File: config.mk
export PLATFORM = sky130hd
export DESIGN_NAME = carrier_mark_space_modulator
export DESIGN_NICKNAME = d
export VERILOG_FILES = /design/src/hw/cmt_pkg.sv /design/src/hw/ahb_access_front.sv /design/src/hw/modulator_rate_divider.sv /design/src/hw/carrier_mark_space_modulator.sv
export SDC_FILE = /design/constraint.sdc
export NUM_CORES = 1
export LEC_CHECK = 0
export ABC_AREA = 1
export ABC_CLOCK_PERIOD_IN_PS = 5400
export BUFFER_PORTS_ARGS = -buffer_cell sky130_fd_sc_hd__buf_2
export CAP_MARGIN = 20
export CELL_PAD_IN_SITES_DETAIL_PLACEMENT = 0
export CELL_PAD_IN_SITES_GLOBAL_PLACEMENT = 1
export CORE_MARGIN = 2
export CORE_UTILIZATION = 43
export CTS_BUF_LIST = sky130_fd_sc_hd__clkbuf_2
export DETAILED_ROUTE_END_ITERATION = 8
export GPL_ROUTABILITY_DRIVEN = 0
export PLACE_DENSITY_LB_ADDON = 0.12
export SETUP_SLACK_MARGIN = 0.02
export SKIP_CTS_REPAIR_TIMING = 1
export SYNTH_ARGS = -nofsm -noshare
export SYNTH_HDL_FRONTEND = slang
export SYNTH_SLANG_ARGS = --single-unit
File: constraint.sdc
create_clock -name hclk -period 5.4 [get_ports hclk]
set_input_delay 0.81 -clock hclk [delete_from_list [all_inputs] [get_ports hclk]]
set_output_delay 0.81 -clock hclk [all_outputs]
set_load 0.03 [all_outputs]
File: src/hw/cmt_pkg.sv
// Shared constants for the carrier mark/space modulator.
package cmt_pkg;

    // Register byte addresses on the bus.
    localparam logic [7:0] OFS_CONTROL_STATUS = 8'h00;
    localparam logic [7:0] OFS_UPPER_NIBBLES  = 8'h04;
    localparam logic [7:0] OFS_MARK_LOW       = 8'h08;
    localparam logic [7:0] OFS_SPACE_LOW      = 8'h0C;
    localparam int         ADDR_DECODE_BITS   = 8;

    // Control/status bit positions.
    localparam int BIT_CYCLE_END      = 7;
    localparam int BIT_HALF_RATE      = 6;
    localparam int BIT_EXT_IRQ_MASK   = 5;
    localparam int BIT_EXT_SPACE      = 4;
    localparam int BIT_BASEBAND       = 3;
    localparam int BIT_FSK_MODE       = 2;
    localparam int BIT_CYCLE_IRQ_EN   = 1;
    localparam int BIT_GEN_ENABLE     = 0;

    // Upper nibble register layout.
    localparam int MARK_NIBBLE_LSB    = 4;
    localparam int SPACE_NIBBLE_LSB   = 0;

    // Reset values.
    localparam logic [7:0]  CONTROL_RESET = 8'h00;
    localparam logic [11:0] PERIOD_RESET  = 12'h000;

    // Period counter width and time mode divider.
    localparam int         PERIOD_WIDTH = 12;
    localparam int         TIME_DIVIDE  = 8;
    localparam int         TIME_DIV_W   = 3;
    localparam logic [2:0] TIME_DIV_LAST =
        3'(TIME_DIVIDE - 1);

    // AHB-Lite encodings.
    localparam logic [1:0] HTRANS_NONSEQ = 2'h2;
    localparam logic       HRESP_OKAY    = 1'b0;

    typedef enum logic [1:0] {
        MOD_IDLE,
        MOD_RUN,
        MOD_STOPPING
    } mod_state_t;

endpackage

File: src/hw/ahb_access_front.sv
// AHB-Lite slave front end: captures the address phase, one wait state.
`timescale 1ns/10ps
module ahb_access_front
    import cmt_pkg::*;
(
    input  wire logic                        hclk,
    input  wire logic                        hresetn,
    input  wire logic                        hsel,
    input  wire logic [31:0]                 haddr,
    input  wire logic [1:0]                  htrans,
    input  wire logic                        hwrite,
    input  wire logic                        hready,
    output logic                             hreadyout,
    output logic                             access_pulse,
    output logic                             access_write,
    output logic [ADDR_DECODE_BITS-1:0]      access_addr
);

    logic accept;

    // NONSEQ and SEQ both count.
    assign accept = hsel & hready & htrans[1];

    // The wait state spares a read-after-write bypass.
    always_ff @(posedge hclk or negedge hresetn) begin
        if (!hresetn) begin
            hreadyout <= 1'b1;
        end else if (accept) begin
            hreadyout <= 1'b0;
        end else begin
            hreadyout <= 1'b1;
        end
    end

    always_ff @(posedge hclk or negedge hresetn) begin
        if (!hresetn) begin
            access_pulse <= 1'b0;
            access_write <= 1'b0;
            access_addr  <= '0;
        end else begin
            access_pulse <= accept;
            if (accept) begin
                access_write <= hwrite;
                access_addr  <= haddr[ADDR_DECODE_BITS-1:0];
            end
        end
    end

endmodule

File: src/hw/modulator_rate_divider.sv
// Transmitter clock prescaler and time mode divide-by-eight tick.
`timescale 1ns/10ps
module modulator_rate_divider
    import cmt_pkg::*;
(
    input  wire logic hclk,
    input  wire logic hresetn,
    input  wire logic run,
    input  wire logic half_rate,
    output logic      stage_enable,
    output logic      time_tick
);

    logic                  half_phase_reg;
    logic [TIME_DIV_W-1:0] div_reg;
    logic                  stage_next;

    // With the halving prescaler on, only every other clock advances.
    assign stage_next = run & (~half_rate | half_phase_reg);

    always_ff @(posedge hclk or negedge hresetn) begin
        if (!hresetn) begin
            half_phase_reg <= 1'b0;
        end else if (!run) begin
            half_phase_reg <= 1'b0;
        end else begin
            half_phase_reg <= ~half_phase_reg;
        end
    end

    always_ff @(posedge hclk or negedge hresetn) begin
        if (!hresetn) begin
            stage_enable <= 1'b0;
            div_reg      <= '0;
            time_tick    <= 1'b0;
        end else begin
            stage_enable <= stage_next;
            time_tick    <= 1'b0;
            if (!run) begin
                div_reg <= '0;
            end else if (stage_next) begin
                div_reg <= div_reg + 1'b1;
                if (div_reg == TIME_DIV_LAST) begin
                    time_tick <= 1'b1;
                end
            end
        end
    end

endmodule

File: src/hw/carrier_mark_space_modulator.sv
// Carrier mark/space modulator with its AHB-Lite register file.
//
// Notes on behaviour
// RULE1 - Time mode: mark (M+1)*8, space S*8.
// RULE2 - Half rate doubles all durations.
// RULE3 - FSK counts carrier periods.
// RULE4 - FSK: mark expiry swaps carrier settings.
// RULE5 - FSK zero space: no gap.
// RULE6 - Extended space: whole period is space.
// RULE7 - Extended space clear acts next period.
// RULE8 - Space match ends cycle, flags, reloads.
// RULE9 - Cycle end copies space buffer.
// RULE10 - Mark buffer feeds counter at reload.
// RULE11 - Status read, low-byte access clears flag.
// RULE12 - Flag with enable requests interrupt.
// RULE13 - Software clears flag in its handler.
// RULE14 - Mask blocks pin and keyscan interrupts.
// RULE15 - Baseband holds carrier high.
// RULE16 - Mode bit: one FSK, zero time.
// RULE17 - Unbuffered bits unchanged while sending.
// RULE18 - Enable starts continuous running.
// RULE19 - Disable finishes cycle, output low.
// RULE20 - Registers programmed before enabling.
// RULE21 - Twelve-bit buffers via three byte registers.
// RULE22 - Upper nibbles: mark high, space low.
// RULE23 - Down counter, complement compare to space.
// RULE24 - Time baseband_enable one eighth; zero allowed.
// RULE25 - Gate synchronised to carrier.
//
// The AHB-Lite slave port and the register addresses are this design's own decisions.
`timescale 1ns/10ps
module carrier_mark_space_modulator
    import cmt_pkg::*;
(
    input  wire logic        hclk,
    input  wire logic        hresetn,
    input  wire logic        hsel,
    input  wire logic [31:0] haddr,
    input  wire logic [1:0]  htrans,
    input  wire logic        hwrite,
    input  wire logic [2:0]  hsize,
    input  wire logic [31:0] hwdata,
    input  wire logic        hready,
    output logic [31:0]      hrdata,
    output logic             hreadyout,
    output logic             hresp,
    input  wire logic        carrier_in,
    input  wire logic        carrier_period_tick,
    input  wire logic        ext_irq_in,
    input  wire logic        keyscan_irq_in,
    output logic             modulator_out,
    output logic             carrier_enable,
    output logic             carrier_force_high,
    output logic             carrier_select_secondary,
    output logic             carrier_clock_enable,
    output logic             cycle_irq,
    output logic             ext_irq_out,
    output logic             keyscan_irq_out
);

    logic                          access_pulse;
    logic                          access_write;
    logic [ADDR_DECODE_BITS-1:0]   access_addr;
    logic                          time_tick;

    logic [7:0]                    control_reg;
    logic                          cycle_end_reg;
    logic [PERIOD_WIDTH-1:0]       mark_buf_reg;
    logic [PERIOD_WIDTH-1:0]       space_buf_reg;
    logic [PERIOD_WIDTH-1:0]       active_space_reg;
    logic [PERIOD_WIDTH-1:0]       count_reg;
    logic                          in_space_reg;
    logic                          ext_space_active_reg;
    logic                          clear_armed_reg;
    logic                          gate_reg;
    mod_state_t                    state_reg;

    logic                          half_rate;
    logic                          ext_mask;
    logic                          ext_space_bit;
    logic                          baseband;
    logic                          fsk_mode;
    logic                          irq_enable;
    logic                          gen_enable;

    logic                          running;
    logic                          start;
    logic                          tick;
    logic                          mark_expire;
    logic                          cycle_end;
    logic                          gate_request;
    logic                          gate_next;
    logic                          wr_control;
    logic                          rd_control;
    logic                          low_byte_access;
    logic [PERIOD_WIDTH-1:0]       count_dec;

    // True when the complemented, still-decrementing count has reached
    // the active space value.
    function automatic logic space_match(
        input logic [PERIOD_WIDTH-1:0] count,
        input logic [PERIOD_WIDTH-1:0] space
    );
        space_match = (~count == space);
    endfunction

    ahb_access_front u_front (
        .hclk         (hclk),
        .hresetn      (hresetn),
        .hsel         (hsel),
        .haddr        (haddr),
        .htrans       (htrans),
        .hwrite       (hwrite),
        .hready       (hready),
        .hreadyout    (hreadyout),
        .access_pulse (access_pulse),
        .access_write (access_write),
        .access_addr  (access_addr)
    );

    modulator_rate_divider u_divider (
        .hclk         (hclk),
        .hresetn      (hresetn),
        .run          (running),
        .half_rate    (half_rate), // see RULE2
        .stage_enable (carrier_clock_enable),
        .time_tick    (time_tick)
    );

    assign half_rate     = control_reg[BIT_HALF_RATE];
    assign ext_mask      = control_reg[BIT_EXT_IRQ_MASK];
    assign ext_space_bit = control_reg[BIT_EXT_SPACE];
    assign baseband      = control_reg[BIT_BASEBAND];
    assign fsk_mode      = control_reg[BIT_FSK_MODE];
    assign irq_enable    = control_reg[BIT_CYCLE_IRQ_EN];
    assign gen_enable    = control_reg[BIT_GEN_ENABLE];

    assign wr_control = access_pulse & access_write &
                        (access_addr == OFS_CONTROL_STATUS);
    assign rd_control = access_pulse & ~access_write &
                        (access_addr == OFS_CONTROL_STATUS);
    // Either direction of access to a low-byte register counts.
    assign low_byte_access = access_pulse &
                             ((access_addr == OFS_MARK_LOW) |
                              (access_addr == OFS_SPACE_LOW));

    // Writes; the flag bit is read only.
    always_ff @(posedge hclk or negedge hresetn) begin
        if (!hresetn) begin
            control_reg <= CONTROL_RESET;
        end else if (wr_control) begin
            control_reg <= hwdata[7:0];
            control_reg[BIT_CYCLE_END] <= 1'b0;
        end
    end

    always_ff @(posedge hclk or negedge hresetn) begin
        if (!hresetn) begin
            mark_buf_reg  <= PERIOD_RESET;
            space_buf_reg <= PERIOD_RESET;
        end else if (access_pulse && access_write) begin
            unique case (access_addr)
                OFS_UPPER_NIBBLES: begin // see RULE21 see RULE22
                    mark_buf_reg[11:8]  <= hwdata[MARK_NIBBLE_LSB +: 4];
                    space_buf_reg[11:8] <= hwdata[SPACE_NIBBLE_LSB +: 4];
                end
                OFS_MARK_LOW: begin
                    mark_buf_reg[7:0] <= hwdata[7:0]; // see RULE21
                end
                OFS_SPACE_LOW: begin
                    space_buf_reg[7:0] <= hwdata[7:0]; // see RULE21
                end
                default: begin
                end
            endcase
        end
    end

    // Read data is set in the wait state; holes read zero.
    always_ff @(posedge hclk or negedge hresetn) begin
        if (!hresetn) begin
            hrdata <= 32'h0000_0000;
            hresp  <= HRESP_OKAY;
        end else if (access_pulse && !access_write) begin
            hresp <= HRESP_OKAY;
            unique case (access_addr)
                OFS_CONTROL_STATUS: begin
                    hrdata <= {24'h00_0000, cycle_end_reg,
                               control_reg[6:0]};
                end
                OFS_UPPER_NIBBLES: begin
                    hrdata <= {24'h00_0000, mark_buf_reg[11:8],
                               space_buf_reg[11:8]};
                end
                OFS_MARK_LOW: begin
                    hrdata <= {24'h00_0000, mark_buf_reg[7:0]};
                end
                OFS_SPACE_LOW: begin
                    hrdata <= {24'h00_0000, space_buf_reg[7:0]};
                end
                default: begin
                    hrdata <= 32'h0000_0000;
                end
            endcase
        end
    end

    // A status read arms the clear; the next access
    // fires it on a low byte or disarms it.
    always_ff @(posedge hclk or negedge hresetn) begin
        if (!hresetn) begin
            clear_armed_reg <= 1'b0;
        end else if (access_pulse) begin
            clear_armed_reg <= rd_control;
        end
    end

    // Run control: enable starts, disable waits for the cycle end.
    assign running = (state_reg != MOD_IDLE);
    assign start   = (state_reg == MOD_IDLE) & gen_enable;

    always_ff @(posedge hclk or negedge hresetn) begin
        if (!hresetn) begin
            state_reg <= MOD_IDLE;
        end else begin
            unique case (state_reg)
                MOD_IDLE: begin
                    if (gen_enable) begin
                        state_reg <= MOD_RUN; // see RULE18
                    end
                end
                MOD_RUN: begin
                    if (!gen_enable) begin
                        state_reg <= MOD_STOPPING;
                    end
                end
                MOD_STOPPING: begin
                    if (gen_enable) begin
                        state_reg <= MOD_RUN;
                    end else if (cycle_end) begin
                        state_reg <= MOD_IDLE; // see RULE19
                    end
                end
            endcase
        end
    end

    // The counting baseband_enable follows the mode bit directly.
    assign tick = running &
                  (fsk_mode ? carrier_period_tick // see RULE3 see RULE16
                            : time_tick);         // see RULE1 see RULE24

    assign count_dec   = count_reg - 1'b1;
    assign mark_expire = tick & ~in_space_reg & (count_reg == '0);
    // A zero space matches at once on underflow, so no gap is made.
    assign cycle_end   = tick &
        (in_space_reg ? space_match(count_dec, active_space_reg)
                      : (count_reg == '0) &&
                        space_match(count_dec, active_space_reg));

    // Down counter and its mark/space phase.
    always_ff @(posedge hclk or negedge hresetn) begin
        if (!hresetn) begin
            count_reg        <= PERIOD_RESET;
            active_space_reg <= PERIOD_RESET;
            in_space_reg     <= 1'b0;
        end else if (start || cycle_end) begin
            count_reg        <= mark_buf_reg;   // see RULE8 see RULE10
            active_space_reg <= space_buf_reg;  // see RULE9
            in_space_reg     <= 1'b0;
        end else if (tick) begin
            count_reg <= count_dec;             // see RULE23
            if (mark_expire) begin
                in_space_reg <= 1'b1;           // see RULE23
            end
        end
    end

    // Extended space is sampled only at reload, so both
    // edits of the bit act on period boundaries.
    always_ff @(posedge hclk or negedge hresetn) begin
        if (!hresetn) begin
            ext_space_active_reg <= 1'b0;
        end else if (start || cycle_end) begin
            ext_space_active_reg <= ext_space_bit; // see RULE6 see RULE7
        end
    end

    // In FSK mode, the primary/secondary carrier choice alternates on every mark expiry; time mode holds it on primary.
    always_ff @(posedge hclk or negedge hresetn) begin
        if (!hresetn) begin
            carrier_select_secondary <= 1'b0;
        end else if (start || !fsk_mode) begin
            carrier_select_secondary <= 1'b0;
        end else if (mark_expire) begin
            carrier_select_secondary <= ~carrier_select_secondary;
            // see RULE4 see RULE5
        end
    end

    // End-of-cycle flag; a new cycle end beats a clear in the same cycle.
    always_ff @(posedge hclk or negedge hresetn) begin
        if (!hresetn) begin
            cycle_end_reg <= 1'b0;
        end else if (cycle_end) begin
            cycle_end_reg <= 1'b1;                  // see RULE8
        end else if (clear_armed_reg && low_byte_access) begin
            cycle_end_reg <= 1'b0;                  // see RULE11
        end
    end

    // The request follows the flag, gated by the enable already in force.
    always_ff @(posedge hclk or negedge hresetn) begin
        if (!hresetn) begin
            cycle_irq <= 1'b0;
        end else begin
            cycle_irq <= irq_enable &
                         (cycle_end_reg |
                          (cycle_end & ~wr_control)); // see RULE12
        end
    end

    always_ff @(posedge hclk or negedge hresetn) begin
        if (!hresetn) begin
            ext_irq_out     <= 1'b0;
            keyscan_irq_out <= 1'b0;
        end else begin
            ext_irq_out     <= ext_irq_in & ~ext_mask;     // see RULE14
            keyscan_irq_out <= keyscan_irq_in & ~ext_mask; // see RULE14
        end
    end

    // Gate opens at once, but while running a carrier burst is never cut mid-pulse.
    assign gate_request = running & ~in_space_reg &
                          ~ext_space_active_reg &
                          ~(start | cycle_end);
    assign gate_next = gate_request |
                       (gate_reg & running & carrier_in & ~baseband);

    always_ff @(posedge hclk or negedge hresetn) begin
        if (!hresetn) begin
            gate_reg <= 1'b0;
        end else if (!running) begin
            gate_reg <= 1'b0;
        end else begin
            gate_reg <= gate_next;                   // see RULE25
        end
    end

    // Output is low outside the gate and when stopped.
    always_ff @(posedge hclk or negedge hresetn) begin
        if (!hresetn) begin
            modulator_out      <= 1'b0;
            carrier_enable     <= 1'b0;
            carrier_force_high <= 1'b0;
        end else begin
            modulator_out <= running & gate_next &
                             (baseband | carrier_in); // see RULE25
            // Restarting the generator with the gate keeps the burst's
            // first pulse whole.
            carrier_enable <= running & ~baseband &
                              (gate_next | gate_reg); // see RULE15
            carrier_force_high <= baseband;           // see RULE15
        end
    end

    // Transfer size is ignored.
    logic unused_hsize;
    assign unused_hsize = ^hsize;

endmodule

==> results.py <==
metrics = {
    "worst_setup_path": {
        "cp_common_cell": "nand2_1",
        "path_max_fanout": 37,
        "crit_path_max_incr_delay_ns": 0.48,
        "crit_chain": "inv_1, ha_1, nand2_1, nor2_1, nand2_1, nand2_1, nand2_1, nand2_1, nand3_1, nor2_1, nand3_4, nand2_8, nand2_1, nand3_1, nand2_1",
        "worstSetupStartpointType": "register",
        "cp-end-kind": "register",
        "crit_required_ns": 5.89,
        "path_class": "reg -> reg",
        "slowest_stage": "dfrtp_1",
        "cp.arrival_ns": 3.56,
    },
    "yosys": {
        "synthFlopType": "dfrtp_1",
        "synth_area_um2": 4770,
        "ys_seq_elements": 94,
        "yosysSeqAreaShare_pct": 49.3,
        "synth_top_area_share_pct": 48.8,
        "yosys-top-cells-area": "dfrtp_1, nand2_1, inv_1",
        "synth_most_common_cell": "nand2_1",
        "syn_inst": 603,
        "synth.distinct_cells": 31,
        "async_reset_ff_share_pct": 100,
        "synth.avg_cell_area_um2": 7.91,
        "netlist_top_cells_count": "nand2_1, dfrtp_1, inv_1",
        "ys_warn_count": 0,
        "synth-edff-count": 0,
        "yosys.area.top_type": "dfrtp_1",
    },
    "drt": {
        "drtAntennaViolNets": 0,
        "vias": 3810,
        "drc": 0,
        "drtIter0Drc": 213,
        "wl_mm": 11.1,
        "via_per_inst": 4.84,
        "post_drt_wl_per_cell_um": 14.1,
        "drtPass1Iterations": 4,
    },
    "power_and_ir_drop": {
        "leakagePower_nw": 2.83,
        "power_density_nw_per_um2": 444,
        "vdd_drop_max_mv": 0.210,
    },
    "placement": {
        "port_buffers": 42,
        "hpwl_mm": 7.76,
    },
    "global_routing": {
        "grt_pass1_wl_mm": 18.5,
        "antenna_found_initial": 0,
        "grt_remaining_overflow": 0,
        "grt_use_total_pct": 20.7,
        "grt_max_degree": 62,
        "first_global_vias": 3617,
    },
    "cts": {
        "clk_pin_slew_ns": 0.25,
        "cts_buffers": 9,
        "htreeDepth": 3,
        "root_buffer": "clkbuf_2",
        "clock-sinks": 94,
        "cts_buffer_depth": 2,
        "worstSkewPairLatency_ns": 0.58,
        "cts_tree": "done",
    },
    "cells_and_area": {
        "n_fill_cell": 1144,
        "area_delta_synth_final_pct": 6.22,
        "drive_above_1_share_pct": 11.3,
        "utilization_pct": 46.7,
        "layout.nets": 726,
        "diodes": 0,
    },
    "timing": {
        "period_minus_slack_ns": 3.07,
        "tns_ns": 0,
        "period_share_pct": 56.9,
        "slew_violations": 0,
        "finalSetupViolCount": 0,
        "slew_headroom_pct": 42.5,
        "skew_ns": 0.0185,
        "fmax_mhz": 325,
        "finalHoldViolCount": 0,
        "tightest_slew_ns": 0.860,
        "rsz0062_at_grt": "false",
    },
    "floorplanning": {
        "num_io_pins": 120,
        "die_h_um": 109,
        "die-area_um2": 12000,
        "die_w_um": 109,
        "core_area_um2": 10800,
        "initial_core_util_pct": 44.0,
        "std_cell_rows": 38,
    },
    "min_path": {
        "hold_class": "in -> async",
    },
    "run_status": {
        "status": "completed",
    },
    "job": {
        "max_cap_viol_count": 0,
    },
}
[placed cells by master (no fill, tap or decap)]
cell type,instances
a21oi_1,3
a221oi_1,1
a22o_1,3
and2_1,1
buf_2,41
buf_4,3
clkbuf_2,10
clkinv_1,4
clkinv_4,1
clkinvlp_4,1
conb_1,25
dfrtp_1,93
dfstp_2,1
ha_1,4
inv_1,77
mux2_2,7
nand2_1,205
nand2_4,1
nand2_8,1
nand3_1,57
nand3_4,1
nand4_1,6
nor2_1,34
nor2_2,4
nor2_4,2
nor3_1,1
nor4_1,1
o2111ai_1,7
o21a_1,1
o21ai_0,45
o21ai_1,6
xnor2_1,1
[area by class of cell]
| type | instances | area (um^2) | share of cell area (%) |
|---|---|---|---|
| tap | 140 | 175 | 3.46 |
| multi-input combinational | 417 | 1940 | 38.3 |
| timing repair buffer | 44 | 228 | 4.49 |
| clock buffer | 10 | 50.0 | 0.988 |
| clock inverter | 5 | 27.5 | 0.543 |
| inverter | 78 | 293 | 5.78 |
| sequential | 94 | 2350 | 46.5 |
[kinds of logic after synthesis]
group                    after synthesis  share of synthesized area (%)
flip-flops                            94                           49.3
AND/OR/NAND/NOR                      314                           28.0
multiplexers                           7                           1.65
other                                  1                         0.0786
buffers and inverters                116                           11.9
adder cells (fa/ha/maj)                4                           1.05
XOR/XNOR                               1                          0.184
AO/OA/AOI/OAI                         66                           7.84
[critical path, delay by kind of cell, from the launching register on]
family,cells,cell delay [ns]
simple gates,13,1.89
fa+ha+maj,1,0.39
buf+inv,1,0.20
flops,1,0.48
[per-layer routing]
metal  global-route usage [%]  wire length [um]  share of wire (%)
met4                     8.23               164                1.5
met3                     3.08               489                4.4
met1                     30.3              5530                 50
met5                        0                 0                  0
met2                     30.8              4890                 44
[per-stage QoR]
stage	cell area (um^2)	hold slack, ns	worst slack, ns	instances	total power [mW]
2_1_floorplan	4860	0.414	3.21	627	1.76
3_3_place_gp	4980	0.424	2.34	772	1.96
3_5_place_dp	4980	0.430	2.35	772	1.97
4_1_cts	5060	0.113	2.32	787	2.27
5_1_grt	5070	0.134	2.06	788	2.46
6_report	5070	0.139	2.33	788	2.25
[worst paths after layout]
kind | start | slack, ns | cells past startpoint | end
setup / recovery | count_reg[0] | 2.33 | 15 | count_reg[4]
hold / removal | hresetn | 0.14 | 1 | count_reg[2]
setup reg to reg | count_reg[0] | 2.33 | 15 | count_reg[4]
hold reg to reg | u_divider.half_phase_reg | 0.45 | 1 | u_divider.half_phase_reg
max in group asynchronous | hresetn | 4.12 | 2 | active_space_reg[9]
min in group hclk | hwrite | 0.40 | 3 | u_front.access_write
[power breakdown]
part	total (mW)	internal [mW]	switching (mW)
clock network	0.297	0.0563	0.241
registers	1.03	0.891	0.142
logic	0.921	0.316	0.605
No activity file was read; power rests on OpenSTA's default activity.
